File: config.mk
export PLATFORM = sky130hd
export DESIGN_NAME = pfs_nvm_seq
export DESIGN_NICKNAME = d
export VERILOG_FILES = /design/src/design/pfs_nvm_seq.v
export VERILOG_INCLUDE_DIRS = /design/src /design/src/design
export SDC_FILE = /design/constraint.sdc
export NUM_CORES = 1
export LEC_CHECK = 0
export BUFFER_PORTS_ARGS = -buffer_cell sky130_fd_sc_hd__clkbuf_2
export CAP_MARGIN = 15
export CORE_AREA = 2 2 230 232
export CTS_CLUSTER_DIAMETER = 120
export DETAILED_ROUTE_END_ITERATION = 7
export DIE_AREA = 0 0 232 234
export PLACE_DENSITY = 0.72
export SETUP_SLACK_MARGIN = 0.5
export SKIP_LAST_GASP = 1
export SYNTH_ARGS = -nofsm -noshare
export SYNTH_HDL_FRONTEND = slang
export SYNTH_SLANG_ARGS = --single-unit
File: constraint.sdc
create_clock -name clk -period 4.6 [get_ports clk]
set_input_delay 0.92 -clock clk [delete_from_list [all_inputs] [get_ports clk]]
set_output_delay 0.92 -clock clk [all_outputs]
set_load 0.01 [all_outputs]
File: src/design/pfs_consts.vh
// Constants for the program flash self-programming sequencer.
`ifndef PFS_CONSTS_VH
`define PFS_CONSTS_VH

// Register offsets on the plain register port.
`define PFS_ADDR_PTR_LOW    3'h0
`define PFS_ADDR_PTR_HIGH   3'h1
`define PFS_ADDR_PTR_UPPER  3'h2
`define PFS_ADDR_LATCH      3'h3
`define PFS_ADDR_CTRL       3'h4
`define PFS_ADDR_UNLOCK     3'h5

// Control register field positions.
`define PFS_CTRL_PROG_SEL   7
`define PFS_CTRL_CFG_SEL    6
`define PFS_CTRL_ERASE_SEL  4
`define PFS_CTRL_PERMIT     2
`define PFS_CTRL_START      1

// Unlock key values.
`define PFS_KEY_FIRST       8'h55
`define PFS_KEY_SECOND      8'hAA

// Table pointer update modes.
`define PFS_MODE_KEEP       2'h0
`define PFS_MODE_POST_INC   2'h1
`define PFS_MODE_POST_DEC   2'h2
`define PFS_MODE_PRE_INC    2'h3

// Widths and reset values.
`define PFS_PTR_W           22
`define PFS_BLOCK_BYTES     64
`define PFS_HOLD_RESET      8'hFF
`define PFS_PTR_RESET       22'h000000
`define PFS_CTRL_RESET      8'h00

// Timing: long write duration and the clock rate.
`define PFS_LONG_WRITE_US   2000
`define PFS_CLK_KHZ         40000
`define PFS_LONG_WRITE_CYC  ((`PFS_LONG_WRITE_US * `PFS_CLK_KHZ) / 1000)
`define PFS_TIMER_W         17

`endif

File: src/design/pfs_nvm_seq.v
// Program flash self-programming sequencer: table access, holding block, long writes.
//
// Operation
// - Plain table read/write leaves the program byte pointer unchanged.
// - Post-increment forms access at pointer, then add one.
// - Post-decrement forms access at pointer, then subtract one.
// - Pre-increment forms add one first, then access the new address.
// - Table read fetches one byte at the pointer into the table byte latch.
// - Pointer bit zero picks high or low byte of the word.
// - Erase clears one 64-byte block chosen by pointer bits 21:6.
// - No single-word erase; the block is the smallest erasable unit.
// - Start after valid unlock with erase selected erases; CPU stalls about 2 ms.
// - Execution halts during long cycles; the internal timer ends them.
// - Programming works only on whole 64-byte blocks.
// - Table writes only load the 64 holding registers, never flash.
// - Block programming needs program write selected then unlock and start.
// - Holding registers become FFh on reset and after each program.
// - Holding bytes left at FFh leave flash bytes unchanged.
// - Table read uses all 22 pointer bits for the address.
// - Automatic pointer updates touch only the low 21 bits.
// - Program writes the whole holding block at the upper pointer bits.
`timescale 1ns/1ps
`default_nettype none
`include "pfs_consts.vh"

module pfs_nvm_seq #(
   parameter [`PFS_TIMER_W-1:0] LONG_WRITE_CYC = `PFS_LONG_WRITE_CYC
) (
   // Clock and reset.
   input  wire         clk,
   input  wire         sys_rst,
   // Register port.
   input  wire [2:0]   reg_addr,
   input  wire [7:0]   reg_wdata,
   input  wire         reg_we,
   input  wire         reg_re,
   output reg  [7:0]   reg_rdata,
   // Table instruction port from the core.
   input  wire         tbl_req,
   input  wire         tbl_write,
   input  wire [1:0]   tbl_mode,
   output reg          tbl_done,
   // Core stall.
   output wire         cpu_stall,
   // Flash array read port.
   output reg          flash_rd_en,
   output reg  [20:0]  flash_rd_word,
   output reg          flash_rd_cfg,
   input  wire [15:0]  flash_rd_data,
   // Flash array erase and program port.
   output reg          flash_erase,
   output reg          flash_prog,
   output reg  [15:0]  flash_blk_addr,
   output wire [511:0] flash_prog_data
);

   localparam S_IDLE = 2'b01;
   localparam S_BUSY = 2'b10;

   reg  [1:0]                state_q;
   reg  [`PFS_PTR_W-1:0]     ptr_q;
   reg  [7:0]                latch_q;
   reg                       prog_sel_q;
   reg                       cfg_sel_q;
   reg                       erase_sel_q;
   reg                       permit_q;
   reg                       start_q;
   reg  [1:0]                unlock_q;
   reg                       op_erase_q;
   reg  [`PFS_TIMER_W-1:0]   timer_q;
   reg                       rd_pend_q;
   reg                       rd_hi_q;
   reg  [7:0]                hold_q [0:`PFS_BLOCK_BYTES-1];

   reg  [`PFS_PTR_W-1:0]     acc_addr;
   reg  [20:0]               ptr_low_d;
   reg  [7:0]                ctrl_view;
   wire                      tbl_go;
   wire                      start_wr;
   wire                      start_ok;
   wire                      cycle_end;
   integer                   i;

   // Table instructions are ignored while a long cycle holds the core.
   assign tbl_go    = tbl_req & (state_q == S_IDLE);
   assign cpu_stall = (state_q == S_BUSY);
   assign cycle_end = (state_q == S_BUSY) & (timer_q == {`PFS_TIMER_W{1'b0}});

   assign start_wr = reg_we & (reg_addr == `PFS_ADDR_CTRL) & reg_wdata[`PFS_CTRL_START];
   // The keys must be the very last two register writes before the start write.
   assign start_ok = start_wr & (state_q == S_IDLE) & (unlock_q == 2'd2)
                   & reg_wdata[`PFS_CTRL_PERMIT]
                   & reg_wdata[`PFS_CTRL_PROG_SEL]
                   & ~reg_wdata[`PFS_CTRL_CFG_SEL];

   genvar g;
   generate
      for (g = 0; g < `PFS_BLOCK_BYTES; g = g + 1) begin : g_hold
         assign flash_prog_data[8*g+7:8*g] = hold_q[g];
      end
   endgenerate

   // Access address and the pointer's next low bits for each table form.
   always @* begin
      acc_addr  = ptr_q;
      ptr_low_d = ptr_q[20:0];
      case (tbl_mode)
         `PFS_MODE_KEEP: begin
            ptr_low_d = ptr_q[20:0];
         end
         `PFS_MODE_POST_INC: begin
            ptr_low_d = ptr_q[20:0] + 21'h000001;
         end
         `PFS_MODE_POST_DEC: begin
            ptr_low_d = ptr_q[20:0] - 21'h000001;
         end
         `PFS_MODE_PRE_INC: begin
            ptr_low_d = ptr_q[20:0] + 21'h000001;
            acc_addr  = {ptr_q[21], ptr_low_d};
         end
         default: begin
            ptr_low_d = ptr_q[20:0];
         end
      endcase
   end

   always @* begin
      ctrl_view = 8'h00;
      ctrl_view[`PFS_CTRL_PROG_SEL]  = prog_sel_q;
      ctrl_view[`PFS_CTRL_CFG_SEL]   = cfg_sel_q;
      ctrl_view[`PFS_CTRL_ERASE_SEL] = erase_sel_q;
      ctrl_view[`PFS_CTRL_PERMIT]    = permit_q;
      ctrl_view[`PFS_CTRL_START]     = start_q;
   end

   // Pointer: software writes bytes, table forms update only the low 21 bits.
   always @(posedge clk) begin
      if (sys_rst) begin
         ptr_q <= `PFS_PTR_RESET;
      end else if (tbl_go) begin
         ptr_q <= {ptr_q[21], ptr_low_d};
      end else if (reg_we) begin
         case (reg_addr)
            `PFS_ADDR_PTR_LOW:   ptr_q[7:0]   <= reg_wdata;
            `PFS_ADDR_PTR_HIGH:  ptr_q[15:8]  <= reg_wdata;
            `PFS_ADDR_PTR_UPPER: ptr_q[21:16] <= reg_wdata[5:0];
            default:             ptr_q        <= ptr_q;
         endcase
      end
   end

   // Flash read request; data are taken at the edge that ends the request cycle.
   always @(posedge clk) begin
      if (sys_rst) begin
         flash_rd_en   <= 1'b0;
         flash_rd_word <= 21'h000000;
         flash_rd_cfg  <= 1'b0;
         rd_pend_q     <= 1'b0;
         rd_hi_q       <= 1'b0;
      end else begin
         flash_rd_en <= tbl_go & ~tbl_write;
         rd_pend_q   <= tbl_go & ~tbl_write;
         if (tbl_go & ~tbl_write) begin
            flash_rd_cfg  <= acc_addr[21];
            flash_rd_word <= {1'b0, acc_addr[20:1]};
            rd_hi_q       <= acc_addr[0];
         end
      end
   end

   // Table byte latch and completion pulse of a table instruction.
   always @(posedge clk) begin
      if (sys_rst) begin
         latch_q  <= 8'h00;
         tbl_done <= 1'b0;
      end else begin
         tbl_done <= (tbl_go & tbl_write) | rd_pend_q;
         if (rd_pend_q) begin
            latch_q <= rd_hi_q ? flash_rd_data[15:8] : flash_rd_data[7:0];
         end else if (reg_we & (reg_addr == `PFS_ADDR_LATCH)) begin
            latch_q <= reg_wdata;
         end
      end
   end

   // Holding block: loaded only by table writes, preset after reset and program.
   always @(posedge clk) begin
      if (sys_rst) begin
         for (i = 0; i < `PFS_BLOCK_BYTES; i = i + 1) begin
            hold_q[i] <= `PFS_HOLD_RESET;
         end
      end else if (cycle_end & ~op_erase_q) begin
         for (i = 0; i < `PFS_BLOCK_BYTES; i = i + 1) begin
            hold_q[i] <= `PFS_HOLD_RESET;
         end
      end else if (tbl_go & tbl_write) begin
         hold_q[acc_addr[5:0]] <= latch_q;
      end
   end

   // Unlock tracker: any register write that breaks the key order disarms it.
   always @(posedge clk) begin
      if (sys_rst) begin
         unlock_q <= 2'd0;
      end else if (reg_we) begin
         if ((reg_addr == `PFS_ADDR_UNLOCK) & (reg_wdata == `PFS_KEY_FIRST)) begin
            unlock_q <= 2'd1;
         end else if ((reg_addr == `PFS_ADDR_UNLOCK) & (reg_wdata == `PFS_KEY_SECOND)
                      & (unlock_q == 2'd1)) begin
            unlock_q <= 2'd2;
         end else begin
            unlock_q <= 2'd0;
         end
      end
   end

   // Control register bits.
   always @(posedge clk) begin
      if (sys_rst) begin
         prog_sel_q  <= 1'b0;
         cfg_sel_q   <= 1'b0;
         erase_sel_q <= 1'b0;
         permit_q    <= 1'b0;
      end else if (reg_we & (reg_addr == `PFS_ADDR_CTRL)) begin
         prog_sel_q  <= reg_wdata[`PFS_CTRL_PROG_SEL];
         cfg_sel_q   <= reg_wdata[`PFS_CTRL_CFG_SEL];
         erase_sel_q <= reg_wdata[`PFS_CTRL_ERASE_SEL];
         permit_q    <= reg_wdata[`PFS_CTRL_PERMIT];
      end
   end

   // Long write sequencer: one erase or program of a whole block per start.
   always @(posedge clk) begin
      if (sys_rst) begin
         state_q        <= S_IDLE;
         start_q        <= 1'b0;
         op_erase_q     <= 1'b0;
         timer_q        <= {`PFS_TIMER_W{1'b0}};
         flash_erase    <= 1'b0;
         flash_prog     <= 1'b0;
         flash_blk_addr <= 16'h0000;
      end else begin
         flash_erase <= 1'b0;
         flash_prog  <= 1'b0;
         case (state_q)
            S_IDLE: begin
               if (start_ok) begin
                  state_q        <= S_BUSY;
                  start_q        <= 1'b1;
                  op_erase_q     <= reg_wdata[`PFS_CTRL_ERASE_SEL];
                  flash_erase    <= reg_wdata[`PFS_CTRL_ERASE_SEL];
                  flash_prog     <= ~reg_wdata[`PFS_CTRL_ERASE_SEL];
                  flash_blk_addr <= ptr_q[21:6];
                  timer_q        <= LONG_WRITE_CYC - {{(`PFS_TIMER_W-1){1'b0}}, 1'b1};
               end
            end
            S_BUSY: begin
               if (cycle_end) begin
                  state_q <= S_IDLE;
                  start_q <= 1'b0;
               end else begin
                  timer_q <= timer_q - {{(`PFS_TIMER_W-1){1'b0}}, 1'b1};
               end
            end
            default: begin
               state_q <= S_IDLE;
               start_q <= 1'b0;
            end
         endcase
      end
   end

   // Register read data, one cycle after the read strobe.
   always @(posedge clk) begin
      if (sys_rst) begin
         reg_rdata <= 8'h00;
      end else if (reg_re) begin
         case (reg_addr)
            `PFS_ADDR_PTR_LOW:   reg_rdata <= ptr_q[7:0];
            `PFS_ADDR_PTR_HIGH:  reg_rdata <= ptr_q[15:8];
            `PFS_ADDR_PTR_UPPER: reg_rdata <= {2'b00, ptr_q[21:16]};
            `PFS_ADDR_LATCH:     reg_rdata <= latch_q;
            `PFS_ADDR_CTRL:      reg_rdata <= ctrl_view;
            default:             reg_rdata <= 8'h00;
         endcase
      end else begin
         reg_rdata <= 8'h00;
      end
   end

endmodule

`default_nettype wire

==> qor.yml <==
ant_nets: 0
finClkSkew_ps: 33.4
fin_nets: 2642
post_cts_buffers: 0
arrival_ps: 3980
drive_gt1_share_pct: 31.9
rsz0062_at_grt: "no"
period_share_pct: 81.1
htreeDepth: 2
die_y_microns: 234
ys.flop_type: "edfxtp_1"
fin_hold_ws_ps: 453
place.gp.congestion: 0.954
power.leakage_nw: 9.07
area_growth_pct: 22.1
cts.repair.resized: 0
end_kind: "flop"
start_util_pct: 48.0
hpwl_mm: 61.6
synthCells: 2044
drc: 0
async_reset_ff_share_pct: 0
grt.overflow.total: 0
num-fill-cells: 4218
cp_max_fo: 11
multi_input_comb_area_sq_um: 6740
synth_edf_count: 512
irDropWorstVdd_uv: 280
cp_num_buf_inv: 0
grt_pass1_wl_mm: 120
rows: 84
power.density_nw_per_um2: 384
min_path_type: "flop to flop"
preCtsSetupSlack_ps: 738
path_cells: "ha_1 -> and4_1 -> nand2_2 -> xor2_4 -> nand2_1 -> o21ai_1"
clock.fmax_ghz: 0.268
ys_ff_latch: 618
cts_root_buf: "clkbuf_16"
tightest_slew_ps: 1170
clkTransAtPathRegs_ps: 60
yosysWarnings: 0
regArea_sq_um: 17500
syn_nets: 2083
yosysSeqAreaShare_pct: 70.1
diodes: 0
coreArea_sq_um: 52000
slowest_stage: "o21ai_1"
wl_met1_mm: 32.0
outcome: "completed"
fin_crit_ps: 3730
finalHoldViolCount: 0
wl_met3_mm: 8.38
numPortBuffers: 596
slew_headroom_pct: 22.2
fin_tns_setup_ps: 0
tritoncts: "built"
via_per_inst: 5.78
wl_mm: 86.1
setup_viol: 0
grtUsageTotal_pct: 30.6
crit_path_max_incr_delay_ps: 900
insertion_delay_ps: 650
post-route-util_pct: 58.6
fp.dieW_microns: 232
avgRoutedWirePerCell_microns: 25.8
first_iter_violations: 2320
fp.dieArea_sq_um: 54300
ios: 598
maxCapViolations: 0
drv_slew: 0
critPathTopFamily: "simple AND/OR/NAND/NOR gates"
vias: 19300
cts.sinks: 618
setup.worst_path.start_class: "flop"
ys_types: 79
antenna_found_initial: 0
dr.pass1.iters: 6
cts_buffer_depth: 3
wl_met2_mm: 42.2
cts-hold-fix-buffers: 0
fin_cells: 3340
setup_ws_ps: 870
path_class: "flop to flop"
cts-buffers-inserted: 60
grt_max_degree: 86
synthesis.area_sq_um: 25000
grt_pass1_vias: 17600
routed.top_layer: "met4"
dp_cells: 3227
syn_avg_cell_area_sq_um: 12.2
required_ps: 4850
worst min-delay path, cell delays in order, from the launching register on:
cell     delay (ps)
dfxtp_1         310
nand2_1          50
a21oi_1          50
worst paths after layout:
check | slack (ps) | to | cells past startpoint | start
max | 870 | hold_q[4][7] | 6 | ptr_q[1]
max reg2reg | 870 | hold_q[4][7] | 6 | ptr_q[1]
min reg2reg | 450 | op_erase_q | 2 | op_erase_q
min | 450 | op_erase_q | 2 | op_erase_q
registers in the layout, indices dropped and copies added, names as in the netlist:
signal,cells
rd_hi_q,1
op_erase_q,1
rd_pend_q,1
ptr_q,22
flash_rd_word,20
permit_q,1
state_q,1
reg_rdata,8
flash_prog,1
erase_sel_q,1
timer_q,17
cfg_sel_q,1
hold_q,512
flash_blk_addr,16
flash_rd_cfg,1
unlock_q,2
latch_q,8
start_q,1
flash_erase,1
tbl_done,1
prog_sel_q,1
through the flow:
stage,area (sq um),power [mW]
2_1_floorplan,25000,6.72
3_3_place_gp,28500,6.98
3_5_place_dp,28500,7.00
4_1_cts,30500,11.7
5_1_grt,30500,12.0
6_report,30500,11.7
layer usage:
layer | vias up | track usage (%)
li1 | 8383 | -
met1 | 9515 | 39.6
met2 | 1211 | 51.1
met3 | 184 | 6.30
met4 | 0 | 11.5
met5 | - | 0
cells in the final DEF, fill, tap and decap left out, types with 4 or more instances in the layout:
cell        Yosys  layout
edfxtp_1      512     512
clkbuf_2        3     596
inv_1          12      12
ha_1            4       4
clkbuf_16       0      60
nand2_1       599     598
o21ai_0        17      17
nor3_1         26      25
a2111oi_0       5       5
a31oi_1         9       8
clkinvlp_4      0       8
and2_1         17      15
a211oi_1       33      33
o21ai_1        68      68
bufinv_16       0       4
and3_1          7       5
buf_4           9      50
and4_1          5       5
xnor2_1        26      26
nor4_1         13      13
mux2i_1        20      20
a21oi_1        76      76
mux2_2          5       5
nand3_1        34      34
nor3_2         69      69
clkinv_1        0       9
clkinv_2        0      18
or3_1           8       8
a22oi_1        11      11
nand3b_1        8       8
clkbuf_1       53       8
nand2b_1       16      15
nor2_1         85      84
or4_1           9       9
nand4_1        15      15
xor2_1          8       8
dfxtp_1       106     106
o31ai_1         4       4
kinds of logic (layout without fill, tap and decap cells):
family	after synthesis	count (layout)	synth area share [%]
AO/OA/AOI/OAI	257	257	6.35
XOR/XNOR	36	36	1.37
adder cells (fa/ha/maj)	4	4	0.200
buffers and inverters	167	775	3.13
flip-flops	618	618	70.1
multiplexers	26	26	1.07
other	1	1	0.0150
AND/OR/NAND/NOR	935	935	17.8
cells in the mapped netlist, types with 4 or more instances:
library cell | number | share of area [%]
nand2_1 | 599 | 9.0
edfxtp_1 | 512 | 62
dfxtp_1 | 106 | 8.5
nor2_1 | 85 | 1.3
a21oi_1 | 76 | 1.5
buf_2 | 69 | 1.4
nor3_2 | 69 | 2.8
o21ai_1 | 68 | 1.4
clkbuf_1 | 53 | 0.80
nand3_1 | 34 | 0.68
a211oi_1 | 33 | 0.99
nor3_1 | 26 | 0.52
xnor2_1 | 26 | 0.91
mux2i_1 | 20 | 0.80
and2_1 | 17 | 0.43
o21ai_0 | 17 | 0.34
nand2b_1 | 16 | 0.40
nand4_1 | 15 | 0.38
buf_1 | 14 | 0.21
nor4_1 | 13 | 0.33
inv_1 | 12 | 0.18
a22oi_1 | 11 | 0.33
a31oi_1 | 9 | 0.23
buf_4 | 9 | 0.27
or4_1 | 9 | 0.27
nand3b_1 | 8 | 0.24
or3_1 | 8 | 0.20
xor2_1 | 8 | 0.28
and3_1 | 7 | 0.18
a2111oi_0 | 5 | 0.18
and4_1 | 5 | 0.18
mux2_2 | 5 | 0.23
buf_6 | 4 | 0.18
ha_1 | 4 | 0.20
o31ai_1 | 4 | 0.12
power breakdown:
| group | switching, mW | total (mW) | leakage, nW | internal (mW) |
|---|---|---|---|---|
| Clock | 2.19 | 4.82 | 0.923 | 2.63 |
| Sequential | 0.108 | 6.19 | 4.37 | 6.08 |
| Combinational | 0.518 | 0.707 | 3.77 | 0.189 |
area by class of cell:
class | instances | area share, %
repair buffers | 649 | 11.2
inverters | 15 | 0.185
clock inverters | 43 | 1.24
well taps | 688 | 2.82
multi-input cells | 1259 | 22.1
flip-flops and latches | 618 | 57.4
clock buffers | 68 | 5.02
Power figures use the tool's default switching activity.
